$ cat src/pkg/monres_cfg.svh
// register offsets, field positions, reset values and widths of the result/DAC bank
// assumes inclusion by bare name from package and design files
`ifndef MONRES_CFG_SVH
`define MONRES_CFG_SVH

// register offsets (byte addresses)
`define MR_OFS_TS_LOW      8'h03
`define MR_OFS_AN_LOW      8'h04
`define MR_OFS_SUP_HIGH    8'h06
`define MR_OFS_TEMP_HIGH   8'h07
`define MR_OFS_EXT_HIGH    8'h08
`define MR_OFS_IN2_HIGH    8'h09
`define MR_OFS_IN3_HIGH    8'h0a
`define MR_OFS_IN4_HIGH    8'h0b
`define MR_OFS_DACA_LOW    8'h10
`define MR_OFS_DACA_HIGH   8'h11
`define MR_OFS_DACB_LOW    8'h12
`define MR_OFS_DACB_HIGH   8'h13

// reset values
`define MR_RST_RESULT      10'h000
`define MR_RST_DAC_BYTE    8'h00
`define MR_RST_RDATA       8'h00

// field positions in the low-bits registers
`define MR_POS_TEMP_LSB    0
`define MR_POS_SUP_LSB     2
`define MR_POS_EXT_LSB     0
`define MR_POS_IN2_LSB     2
`define MR_POS_IN3_LSB     4
`define MR_POS_IN4_LSB     6

// input-select field codes
`define MR_SEL_INPUTS      2'b00
`define MR_SEL_EXT_TEMP    2'b10

// DAC code layout: 12-bit variant keeps four low bits in 7:4
`define MR_DAC_BITS        12
`define MR_DAC_LOW_BITS    4

// result slots held by the bank
`define MR_SLOTS           6

`endif

$ cat src/pkg/monres_pkg.sv
// types shared by the result/DAC register bank
// assumes monres_cfg.svh is on the include path
`include "monres_cfg.svh"

`default_nettype none

package monres_pkg;

  // source of a conversion result
  typedef enum logic [2:0] {
    CH_INT_TEMP,
    CH_SUPPLY,
    CH_EXT_TEMP,
    CH_IN1,
    CH_IN2,
    CH_IN3,
    CH_IN4
  } chan_t;

  // one finished conversion from the sequencer
  typedef struct packed {
    logic       valid;
    chan_t      chan;
    logic [9:0] value;
  } result_t;

  // one register access from the serial port logic
  typedef struct packed {
    logic       wr;
    logic       rd;
    logic [7:0] addr;
    logic [7:0] wdata;
  } reg_req_t;

  // read answer back to the serial port logic
  typedef struct packed {
    logic       valid;
    logic       err;
    logic [7:0] rdata;
  } reg_rsp_t;

endpackage

`default_nettype wire

$ cat src/design/result_store.sv
// holds the six 10-bit conversion results of the bank
// assumes results arrive from converter logic on the same clock
`timescale 1ns/1ps
`default_nettype none
`include "monres_cfg.svh"

module result_store (
  input  wire logic                     clk,
  input  wire logic                     rst_b,
  input  wire monres_pkg::result_t      res,
  input  wire logic [1:0]               input_select_field,
  output logic [`MR_SLOTS-1:0][9:0]     slot_value
);

  logic [9:0] slot_q [`MR_SLOTS];
  logic [2:0] slot_idx;
  logic       slot_hit;

  // map a result onto its slot; the shared slot follows the input select
  always_comb begin
    slot_idx = 3'd0;
    slot_hit = res.valid;
    unique case (res.chan)
      monres_pkg::CH_INT_TEMP: slot_idx = 3'd0;
      monres_pkg::CH_SUPPLY:   slot_idx = 3'd1;
      monres_pkg::CH_EXT_TEMP: begin
        slot_idx = 3'd2;
        slot_hit = res.valid && (input_select_field == `MR_SEL_EXT_TEMP);
      end
      monres_pkg::CH_IN1:      begin
        slot_idx = 3'd2;
        slot_hit = res.valid && (input_select_field == `MR_SEL_INPUTS);
      end
      monres_pkg::CH_IN2:      slot_idx = 3'd3;
      monres_pkg::CH_IN3:      slot_idx = 3'd4;
      monres_pkg::CH_IN4:      slot_idx = 3'd5;
      default:                 slot_hit = 1'b0;
    endcase
  end

  // capture; supply slot starts at zero until its first measurement lands
  always_ff @(posedge clk or negedge rst_b) begin
    if (!rst_b) begin
      for (int i = 0; i < `MR_SLOTS; i++) begin
        slot_q[i] <= `MR_RST_RESULT;
      end
    end else if (slot_hit) begin
      slot_q[slot_idx] <= res.value;
    end
  end

  genvar g;
  generate
    for (g = 0; g < `MR_SLOTS; g++) begin : g_out
      assign slot_value[g] = slot_q[g];
    end
  endgenerate

endmodule

`default_nettype wire

$ cat src/design/dac_code_reg.sv
// low/high code byte pair of one DAC channel
// assumes write strobes decoded by the bank on the same clock
`timescale 1ns/1ps
`default_nettype none
`include "monres_cfg.svh"

module dac_code_reg (
  input  wire logic                    clk,
  input  wire logic                    rst_b,
  input  wire logic                    wr_low,
  input  wire logic                    wr_high,
  input  wire logic [7:0]              wdata,
  output logic [7:0]                   low_byte,
  output logic [7:0]                   high_byte,
  output logic [`MR_DAC_BITS-1:0]      code
);

  logic [`MR_DAC_LOW_BITS-1:0] low_q;
  logic [7:0]                  high_q;

  // only the implemented top bits of the low byte are stored
  always_ff @(posedge clk or negedge rst_b) begin
    if (!rst_b) begin
      low_q <= '0;
    end else if (wr_low) begin
      low_q <= wdata[7 -: `MR_DAC_LOW_BITS];
    end
  end

  // eight most significant code bits
  always_ff @(posedge clk or negedge rst_b) begin
    if (!rst_b) begin
      high_q <= `MR_RST_DAC_BYTE;
    end else if (wr_high) begin
      high_q <= wdata;
    end
  end

  // unused low bits read back as zero
  assign low_byte  = {low_q, {(8-`MR_DAC_LOW_BITS){1'b0}}};
  assign high_byte = high_q;
  assign code      = {high_q, low_q};

endmodule

`default_nettype wire

$ cat src/design/monres_bank.sv
// result and DAC code register bank reached through the serial port logic
// assumes requests and results come from logic on the same clock; one request per cycle
`timescale 1ns/1ps
`default_nettype none
`include "monres_cfg.svh"

module monres_bank (
  input  wire logic                     CLK,
  input  wire logic                     RST_B,
  input  wire monres_pkg::reg_req_t     REG_REQ,
  output monres_pkg::reg_rsp_t          REG_RSP,
  input  wire monres_pkg::result_t      RESULT,
  input  wire logic [1:0]               INPUT_SELECT_FIELD,
  output logic [`MR_DAC_BITS-1:0]       DAC_A_CODE,
  output logic [`MR_DAC_BITS-1:0]       DAC_B_CODE,
  output logic                          SUPPLY_LOADED
);

  // slots of the result store, in store order
  localparam int SLOT_INT_TEMP = 0;
  localparam int SLOT_SUPPLY   = 1;
  localparam int SLOT_SHARED   = 2;
  localparam int SLOT_IN2      = 3;
  localparam int SLOT_IN3      = 4;
  localparam int SLOT_IN4      = 5;

  // decoded register kinds
  typedef enum logic [1:0] {
    KIND_NONE,
    KIND_RESULT,
    KIND_DAC
  } reg_kind_t;

  // result store outputs and DAC byte pairs
  logic [`MR_SLOTS-1:0][9:0] slot_value;
  logic [7:0]                dac_a_low;
  logic [7:0]                dac_a_high;
  logic [7:0]                dac_b_low;
  logic [7:0]                dac_b_high;

  // write strobes and read data
  logic                      wr_a_low;
  logic                      wr_a_high;
  logic                      wr_b_low;
  logic                      wr_b_high;
  logic [7:0]                rd_mux;

  // selection, supply status and refusal
  logic [1:0]                sel_q;
  logic                      sel_legal;
  logic                      supply_loaded_q;
  logic                      access;
  logic                      bad_access;
  monres_pkg::reg_rsp_t      rsp_d;
  monres_pkg::result_t       res_gated;

  // request decode
  logic                      rd_req;
  logic                      wr_req;
  reg_kind_t                 req_kind;
  logic                      kind_result;
  logic                      kind_none;
  logic                      rd_unmapped;
  logic                      wr_refused;

  // byte views of the stored results
  logic [`MR_SLOTS-1:0][7:0] high_view;
  logic [`MR_SLOTS-1:0][1:0] low_view;
  logic [7:0]                ts_low_view;
  logic [7:0]                an_low_view;

  // answer registers, one per field, and the supply result strobe
  logic                      rsp_valid_q;
  logic                      rsp_err_q;
  logic [7:0]                rsp_rdata_q;
  logic                      supply_result;

  // kind of register behind a byte address
  function automatic reg_kind_t reg_kind(input logic [7:0] addr);
    reg_kind_t k;
    k = KIND_NONE;
    unique case (addr)
      `MR_OFS_TS_LOW,
      `MR_OFS_AN_LOW,
      `MR_OFS_SUP_HIGH,
      `MR_OFS_TEMP_HIGH,
      `MR_OFS_EXT_HIGH,
      `MR_OFS_IN2_HIGH,
      `MR_OFS_IN3_HIGH,
      `MR_OFS_IN4_HIGH:  k = KIND_RESULT;
      `MR_OFS_DACA_LOW,
      `MR_OFS_DACA_HIGH,
      `MR_OFS_DACB_LOW,
      `MR_OFS_DACB_HIGH: k = KIND_DAC;
      default:           k = KIND_NONE;
    endcase
    return k;
  endfunction

  // write strobe for one DAC byte
  function automatic logic dac_write(input monres_pkg::reg_req_t req, input logic [7:0] ofs);
    return req.wr && (req.addr == ofs) && (reg_kind(req.addr) == KIND_DAC);
  endfunction

  // high byte of a 10-bit result
  function automatic logic [7:0] high_of(input logic [9:0] v);
    return v[9:2];
  endfunction

  // two lowest bits of a 10-bit result
  function automatic logic [1:0] low_of(input logic [9:0] v);
    return v[1:0];
  endfunction

  // request qualifiers, decoded once per cycle
  assign rd_req      = REG_REQ.rd;
  assign wr_req      = REG_REQ.wr;
  assign req_kind    = reg_kind(REG_REQ.addr);
  assign kind_result = (req_kind == KIND_RESULT);
  assign kind_none   = (req_kind == KIND_NONE);

  // an undefined select code keeps the last legal choice in force
  assign sel_legal = (INPUT_SELECT_FIELD == `MR_SEL_INPUTS) ||
                     (INPUT_SELECT_FIELD == `MR_SEL_EXT_TEMP);

  // held input selection used for steering the shared slot
  always_ff @(posedge CLK or negedge RST_B) begin
    if (!RST_B) begin
      sel_q <= `MR_SEL_INPUTS;
    end else if (sel_legal) begin
      sel_q <= INPUT_SELECT_FIELD;
    end
  end

  // results of the deselected shared source are not forwarded
  always_comb begin
    res_gated = RESULT;
    if (RESULT.chan == monres_pkg::CH_EXT_TEMP) begin
      res_gated.valid = RESULT.valid && (sel_q == `MR_SEL_EXT_TEMP);
    end else if (RESULT.chan == monres_pkg::CH_IN1) begin
      res_gated.valid = RESULT.valid && (sel_q == `MR_SEL_INPUTS);
    end
  end

  // conversion result storage
  result_store u_results (
    .clk                (CLK),
    .rst_b              (RST_B),
    .res                (res_gated),
    .input_select_field (sel_q),
    .slot_value         (slot_value)
  );

  // a finished supply conversion on the result port
  assign supply_result = RESULT.valid && (RESULT.chan == monres_pkg::CH_SUPPLY);

  // supply register holds a real measurement once the first lands
  always_ff @(posedge CLK or negedge RST_B) begin
    if (!RST_B) begin
      supply_loaded_q <= 1'b0;
    end else if (supply_result) begin
      supply_loaded_q <= 1'b1;
    end
  end

  assign SUPPLY_LOADED = supply_loaded_q;

  // DAC byte write strobes; result registers get none
  assign wr_a_low  = dac_write(REG_REQ, `MR_OFS_DACA_LOW);
  assign wr_a_high = dac_write(REG_REQ, `MR_OFS_DACA_HIGH);
  assign wr_b_low  = dac_write(REG_REQ, `MR_OFS_DACB_LOW);
  assign wr_b_high = dac_write(REG_REQ, `MR_OFS_DACB_HIGH);

  // channel A code pair
  dac_code_reg u_dac_a (
    .clk       (CLK),
    .rst_b     (RST_B),
    .wr_low    (wr_a_low),
    .wr_high   (wr_a_high),
    .wdata     (REG_REQ.wdata),
    .low_byte  (dac_a_low),
    .high_byte (dac_a_high),
    .code      (DAC_A_CODE)
  );

  // channel B code pair, same layout as A
  dac_code_reg u_dac_b (
    .clk       (CLK),
    .rst_b     (RST_B),
    .wr_low    (wr_b_low),
    .wr_high   (wr_b_high),
    .wdata     (REG_REQ.wdata),
    .low_byte  (dac_b_low),
    .high_byte (dac_b_high),
    .code      (DAC_B_CODE)
  );

  // high and low fields of every stored result
  // one view pair per slot; a new slot still needs its own entry in the read mux
  genvar s;
  generate
    for (s = 0; s < `MR_SLOTS; s++) begin : g_view
      assign high_view[s] = high_of(slot_value[s]);
      assign low_view[s]  = low_of(slot_value[s]);
    end
  endgenerate

  // internal temperature and supply low bits; 7:4 stay zero
  always_comb begin
    ts_low_view                        = 8'h00;
    ts_low_view[`MR_POS_TEMP_LSB +: 2] = low_view[SLOT_INT_TEMP];
    ts_low_view[`MR_POS_SUP_LSB +: 2]  = low_view[SLOT_SUPPLY];
  end

  // shared source and inputs two to four, one bit pair each
  always_comb begin
    an_low_view                       = 8'h00;
    an_low_view[`MR_POS_EXT_LSB +: 2] = low_view[SLOT_SHARED];
    an_low_view[`MR_POS_IN2_LSB +: 2] = low_view[SLOT_IN2];
    an_low_view[`MR_POS_IN3_LSB +: 2] = low_view[SLOT_IN3];
    an_low_view[`MR_POS_IN4_LSB +: 2] = low_view[SLOT_IN4];
  end

  // read data selection; unmapped and unused bits give zero
  always_comb begin
    rd_mux = 8'h00;
    unique case (REG_REQ.addr)
      `MR_OFS_TS_LOW: begin
        rd_mux = ts_low_view;
      end
      `MR_OFS_AN_LOW: begin
        rd_mux = an_low_view;
      end
      `MR_OFS_SUP_HIGH: begin
        rd_mux = high_view[SLOT_SUPPLY];
      end
      `MR_OFS_TEMP_HIGH: begin
        rd_mux = high_view[SLOT_INT_TEMP];
      end
      `MR_OFS_EXT_HIGH: begin
        rd_mux = high_view[SLOT_SHARED];
      end
      `MR_OFS_IN2_HIGH: begin
        rd_mux = high_view[SLOT_IN2];
      end
      `MR_OFS_IN3_HIGH: begin
        rd_mux = high_view[SLOT_IN3];
      end
      `MR_OFS_IN4_HIGH: begin
        rd_mux = high_view[SLOT_IN4];
      end
      `MR_OFS_DACA_LOW: begin
        rd_mux = dac_a_low;
      end
      `MR_OFS_DACA_HIGH: begin
        rd_mux = dac_a_high;
      end
      `MR_OFS_DACB_LOW: begin
        rd_mux = dac_b_low;
      end
      `MR_OFS_DACB_HIGH: begin
        rd_mux = dac_b_high;
      end
      default: begin
        rd_mux = 8'h00;
      end
    endcase
  end

  // an access is refused when unmapped, or a write to a result register
  assign access      = rd_req || wr_req;

  // reads of unmapped bytes answer zero with the refusal flag
  assign rd_unmapped = rd_req && kind_none;

  // writes land only on DAC bytes; result registers keep their value
  assign wr_refused  = wr_req && (kind_none || kind_result);
  assign bad_access  = rd_unmapped || wr_refused;

  // answer of the current request
  always_comb begin
    rsp_d       = '0;
    rsp_d.valid = access;
    rsp_d.err   = bad_access;
    rsp_d.rdata = REG_REQ.rd ? rd_mux : `MR_RST_RDATA;
  end

  // answer valid, one cycle after the request
  always_ff @(posedge CLK or negedge RST_B) begin
    if (!RST_B) begin
      rsp_valid_q <= 1'b0;
    end else begin
      rsp_valid_q <= rsp_d.valid;
    end
  end

  // refusal flag, standing with valid only
  always_ff @(posedge CLK or negedge RST_B) begin
    if (!RST_B) begin
      rsp_err_q <= 1'b0;
    end else begin
      rsp_err_q <= rsp_d.err;
    end
  end

  // read data, zero for writes
  always_ff @(posedge CLK or negedge RST_B) begin
    if (!RST_B) begin
      rsp_rdata_q <= `MR_RST_RDATA;
    end else begin
      rsp_rdata_q <= rsp_d.rdata;
    end
  end

  // answer fields gathered onto the port
  always_comb begin
    REG_RSP       = '0;
    REG_RSP.valid = rsp_valid_q;
    REG_RSP.err   = rsp_err_q;
    REG_RSP.rdata = rsp_rdata_q;
  end

endmodule

`default_nettype wire

$ cat config.mk
export PLATFORM = sky130hd
export DESIGN_NAME = monres_bank
export DESIGN_NICKNAME = d
export VERILOG_FILES = /design/src/pkg/monres_pkg.sv /design/src/design/result_store.sv /design/src/design/dac_code_reg.sv /design/src/design/monres_bank.sv
export VERILOG_INCLUDE_DIRS = /design/src /design/src/pkg
export SDC_FILE = /design/constraint.sdc
export NUM_CORES = 1
export LEC_CHECK = 0
export BUFFER_PORTS_ARGS = -buffer_cell sky130_fd_sc_hd__buf_2
export CAP_MARGIN = 30
export CORE_AREA = 2 2 114 116
export DETAILED_ROUTE_END_ITERATION = 10
export DIE_AREA = 0 0 116 118
export PLACE_DENSITY = 0.62
export SLEW_MARGIN = 40
export SYNTH_ARGS = -nofsm -noshare
export SYNTH_HDL_FRONTEND = slang
export SYNTH_HIERARCHICAL = 1
export SYNTH_SLANG_ARGS = --single-unit
$ cat constraint.sdc
create_clock -name CLK -period 1.6 [get_ports CLK]
set_input_delay 0.08 -clock CLK [delete_from_list [all_inputs] [get_ports CLK]]
set_output_delay 0.08 -clock CLK [all_outputs]
set_load 0.03 [all_outputs]
==> results.md <==
* Cells after synthesis at 373
* Worst skew pair latency at 0.35 ns
* Most common cell after layout, fill and taps aside: dfrtp_1
* Number of synthesized flops with an enable pin at 0
* Initial Utilization at 39.3%
* Final Util at 49.4%
* NumNets Final at 496
* Cell variety after synth at 53
* Post-synthesis register bit count at between 90 and 100
* Status: finished, violations left
* CTS tree: built
* Final Hold Viols at 0
* Achievable Freq at 560 MHz
* Ys flop type: dfrtp_1
* First-pass GRT wire length at about 19 mm
* Largest net degree at the start of global routing at 29
* Grt ovf at 0
* Pre-CTS WS at -0.177 ns
* Port-buffer cells at 70
* Initial antenna violation count at 1
* Startpoint types: flop
* CTS Root Cell: clkbuf_16
* Die area at 13700 sq um
* Area post-placement at 5550 sq um
* Total track usage at 18.6%
* Mapped cell area at 4880 sq um
* Max_slew headroom at 61.7%
* Total CTS buffers at 9
* FFs w/ async S/R, synth at 100%
* Post-CTS Setup Repair Bufs at 0
* Setup violators final at 60
* CTS sink cnt at 97
* Vias/cell at 5.17
* Post-route cell area at between 6000 and 7000 sq um
* Register area share after synthesis at 49.8%
* Final worst-path cycle share at 112%
* HPWL after DPL at 8.58 mm
* DR vias at 3289
* Failing checks: negative setup slack
* RSZ-0062 raised after global routing: yes
* Pwr Density at approximately 1100 nW/um^2
* Antenna diode count at 0
* Commonest cells after routing, fill and taps aside: 97 x dfrtp_1, 69 x buf_2, 66 x mux2_4
* Worst hold path type: primary input to flop
* Leakage dissipation at 2.95 nW
* Core ar. at 12400 sq um
* Max_cap viols at 0
* Chip height at 118 um
* Iteration count of the initial detailed-routing pass at 4
* Final min period at 1.78 ns
* Die width at about 120 um
* Setup TNS at -6.63 ns
* Worst-case clock buffer depth at 2
* Maximum vdd drop at 0.459 mV
* Arr. time, crit path at 2.01 ns
* P&R area growth vs syn at 25.7%
* Critical Path RT at approximately 1.8 ns
* Layout cell share with drive strength beyond 1 at 50.6%
* Yosys warning count at 6
* Antenna-violating nets left at 0
* I/O pins at about 70
* Final wirelength at 12.2 mm
* Worst-path clk slew at 0.06 ns
* Finished Layout Cells at 636
* Number of global-route vias before repair at 3500
* DRC Markers at 0
* GP Congestion at about 0.79
* Max Slew Vio Count at 0
* Hold slack at 0.0196 ns
* Final worst setup slack at -0.185 ns
* Initial DRC Count at 168
* Filler Cell Count at between 1000 and 1500
* Final Skew at 0.00657 ns
* Crit Path Category: flop to flop
* Worst-Margin Slew at 0.573 ns
* CP Capture Type: flop
* H-Tree Level Count at 3
* Routed length per instance at 19.2 um
* Syn Area/Cell at 13.1 sq um
* Critical Path Fanout Max at 6
* Dpl cells at between 600 and 700
* Rows at 41
* Total power at ~6.8 mW
[cells in the mapped netlist, drive strengths merged (3+ instances only)]
master / instances / share of area (%)
o21ai: 4 / 0.41
and3: 5 / 0.64
a32oi: 4 / 0.72
nor3: 3 / 0.54
nor2b: 7 / 0.90
a221oi: 3 / 0.54
mux2: 87 / 21
nand2: 10 / 0.87
a2bb2oi: 4 / 0.72
a31oi: 4 / 0.51
and2: 4 / 0.56
clkbuf: 3 / 0.23
nor3b: 3 / 0.46
mux2i: 7 / 1.4
a22oi: 8 / 1.2
a22o: 5 / 0.90
nor2: 10 / 0.77
buf: 52 / 7.8
a21oi: 11 / 1.1
mux4: 6 / 2.8
dfrtp: 97 / 50
nand3: 5 / 0.51
[logic make-up after synthesis]
logic type / after synthesis / synth area share [%]
muxes: 100 / 25.5
DFF: 97 / 49.8
and+or+nand+nor: 60 / 7.75
buffers and inverters: 57 / 8.18
AOI/OAI and AO/OA: 55 / 8.26
xor gates and xnor gates: 2 / 0.359
other: 2 / 0.154
[registers in the layout, indices dropped and copies added, names as in the netlist]
signal	cells
u_dac_b/high_byte	8
rsp_rdata_q	8
rsp_err_q	1
sel_q	2
u_dac_a/low_q	4
rsp_valid_q	1
SUPPLY_LOADED	1
u_dac_b/low_q	4
u_dac_a/high_byte	8
u_results/slot_value	60
[worst paths after layout]
path,from,to,slack (ns),depth (start not counted)
min in group asynchronous,RST_B,rsp_rdata_q[6],0.19,2
min,REG_REQ[4],u_dac_b/high_byte[4],0.02,2
min reg2reg,SUPPLY_LOADED,SUPPLY_LOADED,0.47,1
max in group asynchronous,RST_B,u_dac_a/low_q[3],0.81,3
max,sel_q[1],u_results/slot_value[18],-0.18,6
max reg2reg,sel_q[1],u_results/slot_value[18],-0.18,6
[power breakdown]
part / switching (mW) / leakage (nW) / internal (mW)
clock: 0.924 / 0.159 / 1.40
sequential: 0.277 / 1.22 / 2.88
combinational: 0.499 / 1.57 / 0.777
total: 1.70 / 2.95 / 5.06
[per-layer routing]
layer | GRT usage, % | wire length [um] | vias up
li1 | - | - | 1499
met1 | 25.6 | 5510 | 1702
met2 | 29.5 | 5970 | 69
met3 | 3.24 | 515 | 17
met4 | 6.25 | 193 | 2
met5 | 0 | 12 | -
[cell type report]
class / instances / area, sq um / share of cell area (%)
clock inverter: 5 / 78.8 / 1.29
multi-input combinational: 226 / 2310 / 37.7
clock buffer: 10 / 239 / 3.90
timing repair buffer: 124 / 852 / 13.9
sequential: 97 / 2430 / 39.6
tap: 172 / 215 / 3.51
inverter: 2 / 7.51 / 0.122
[what timing repair did]
item,CTS,global route
pin swaps,1,2
resized for setup,39,1
endpoints found under the hold margin,88,0
hold buffers,10,0
gates cloned,2,0
endpoints found under the setup margin,60,60
[worst max-delay path, cell delays in order (launching register included)]
cell	delay, ns
dfrtp_1	0.38
xnor2_1	0.12
nor2_1	0.09
o31a_1	0.22
nor4bb_4	0.34
buf_6	0.20
mux2_4	0.31
(Power assumes the default switching activity.)
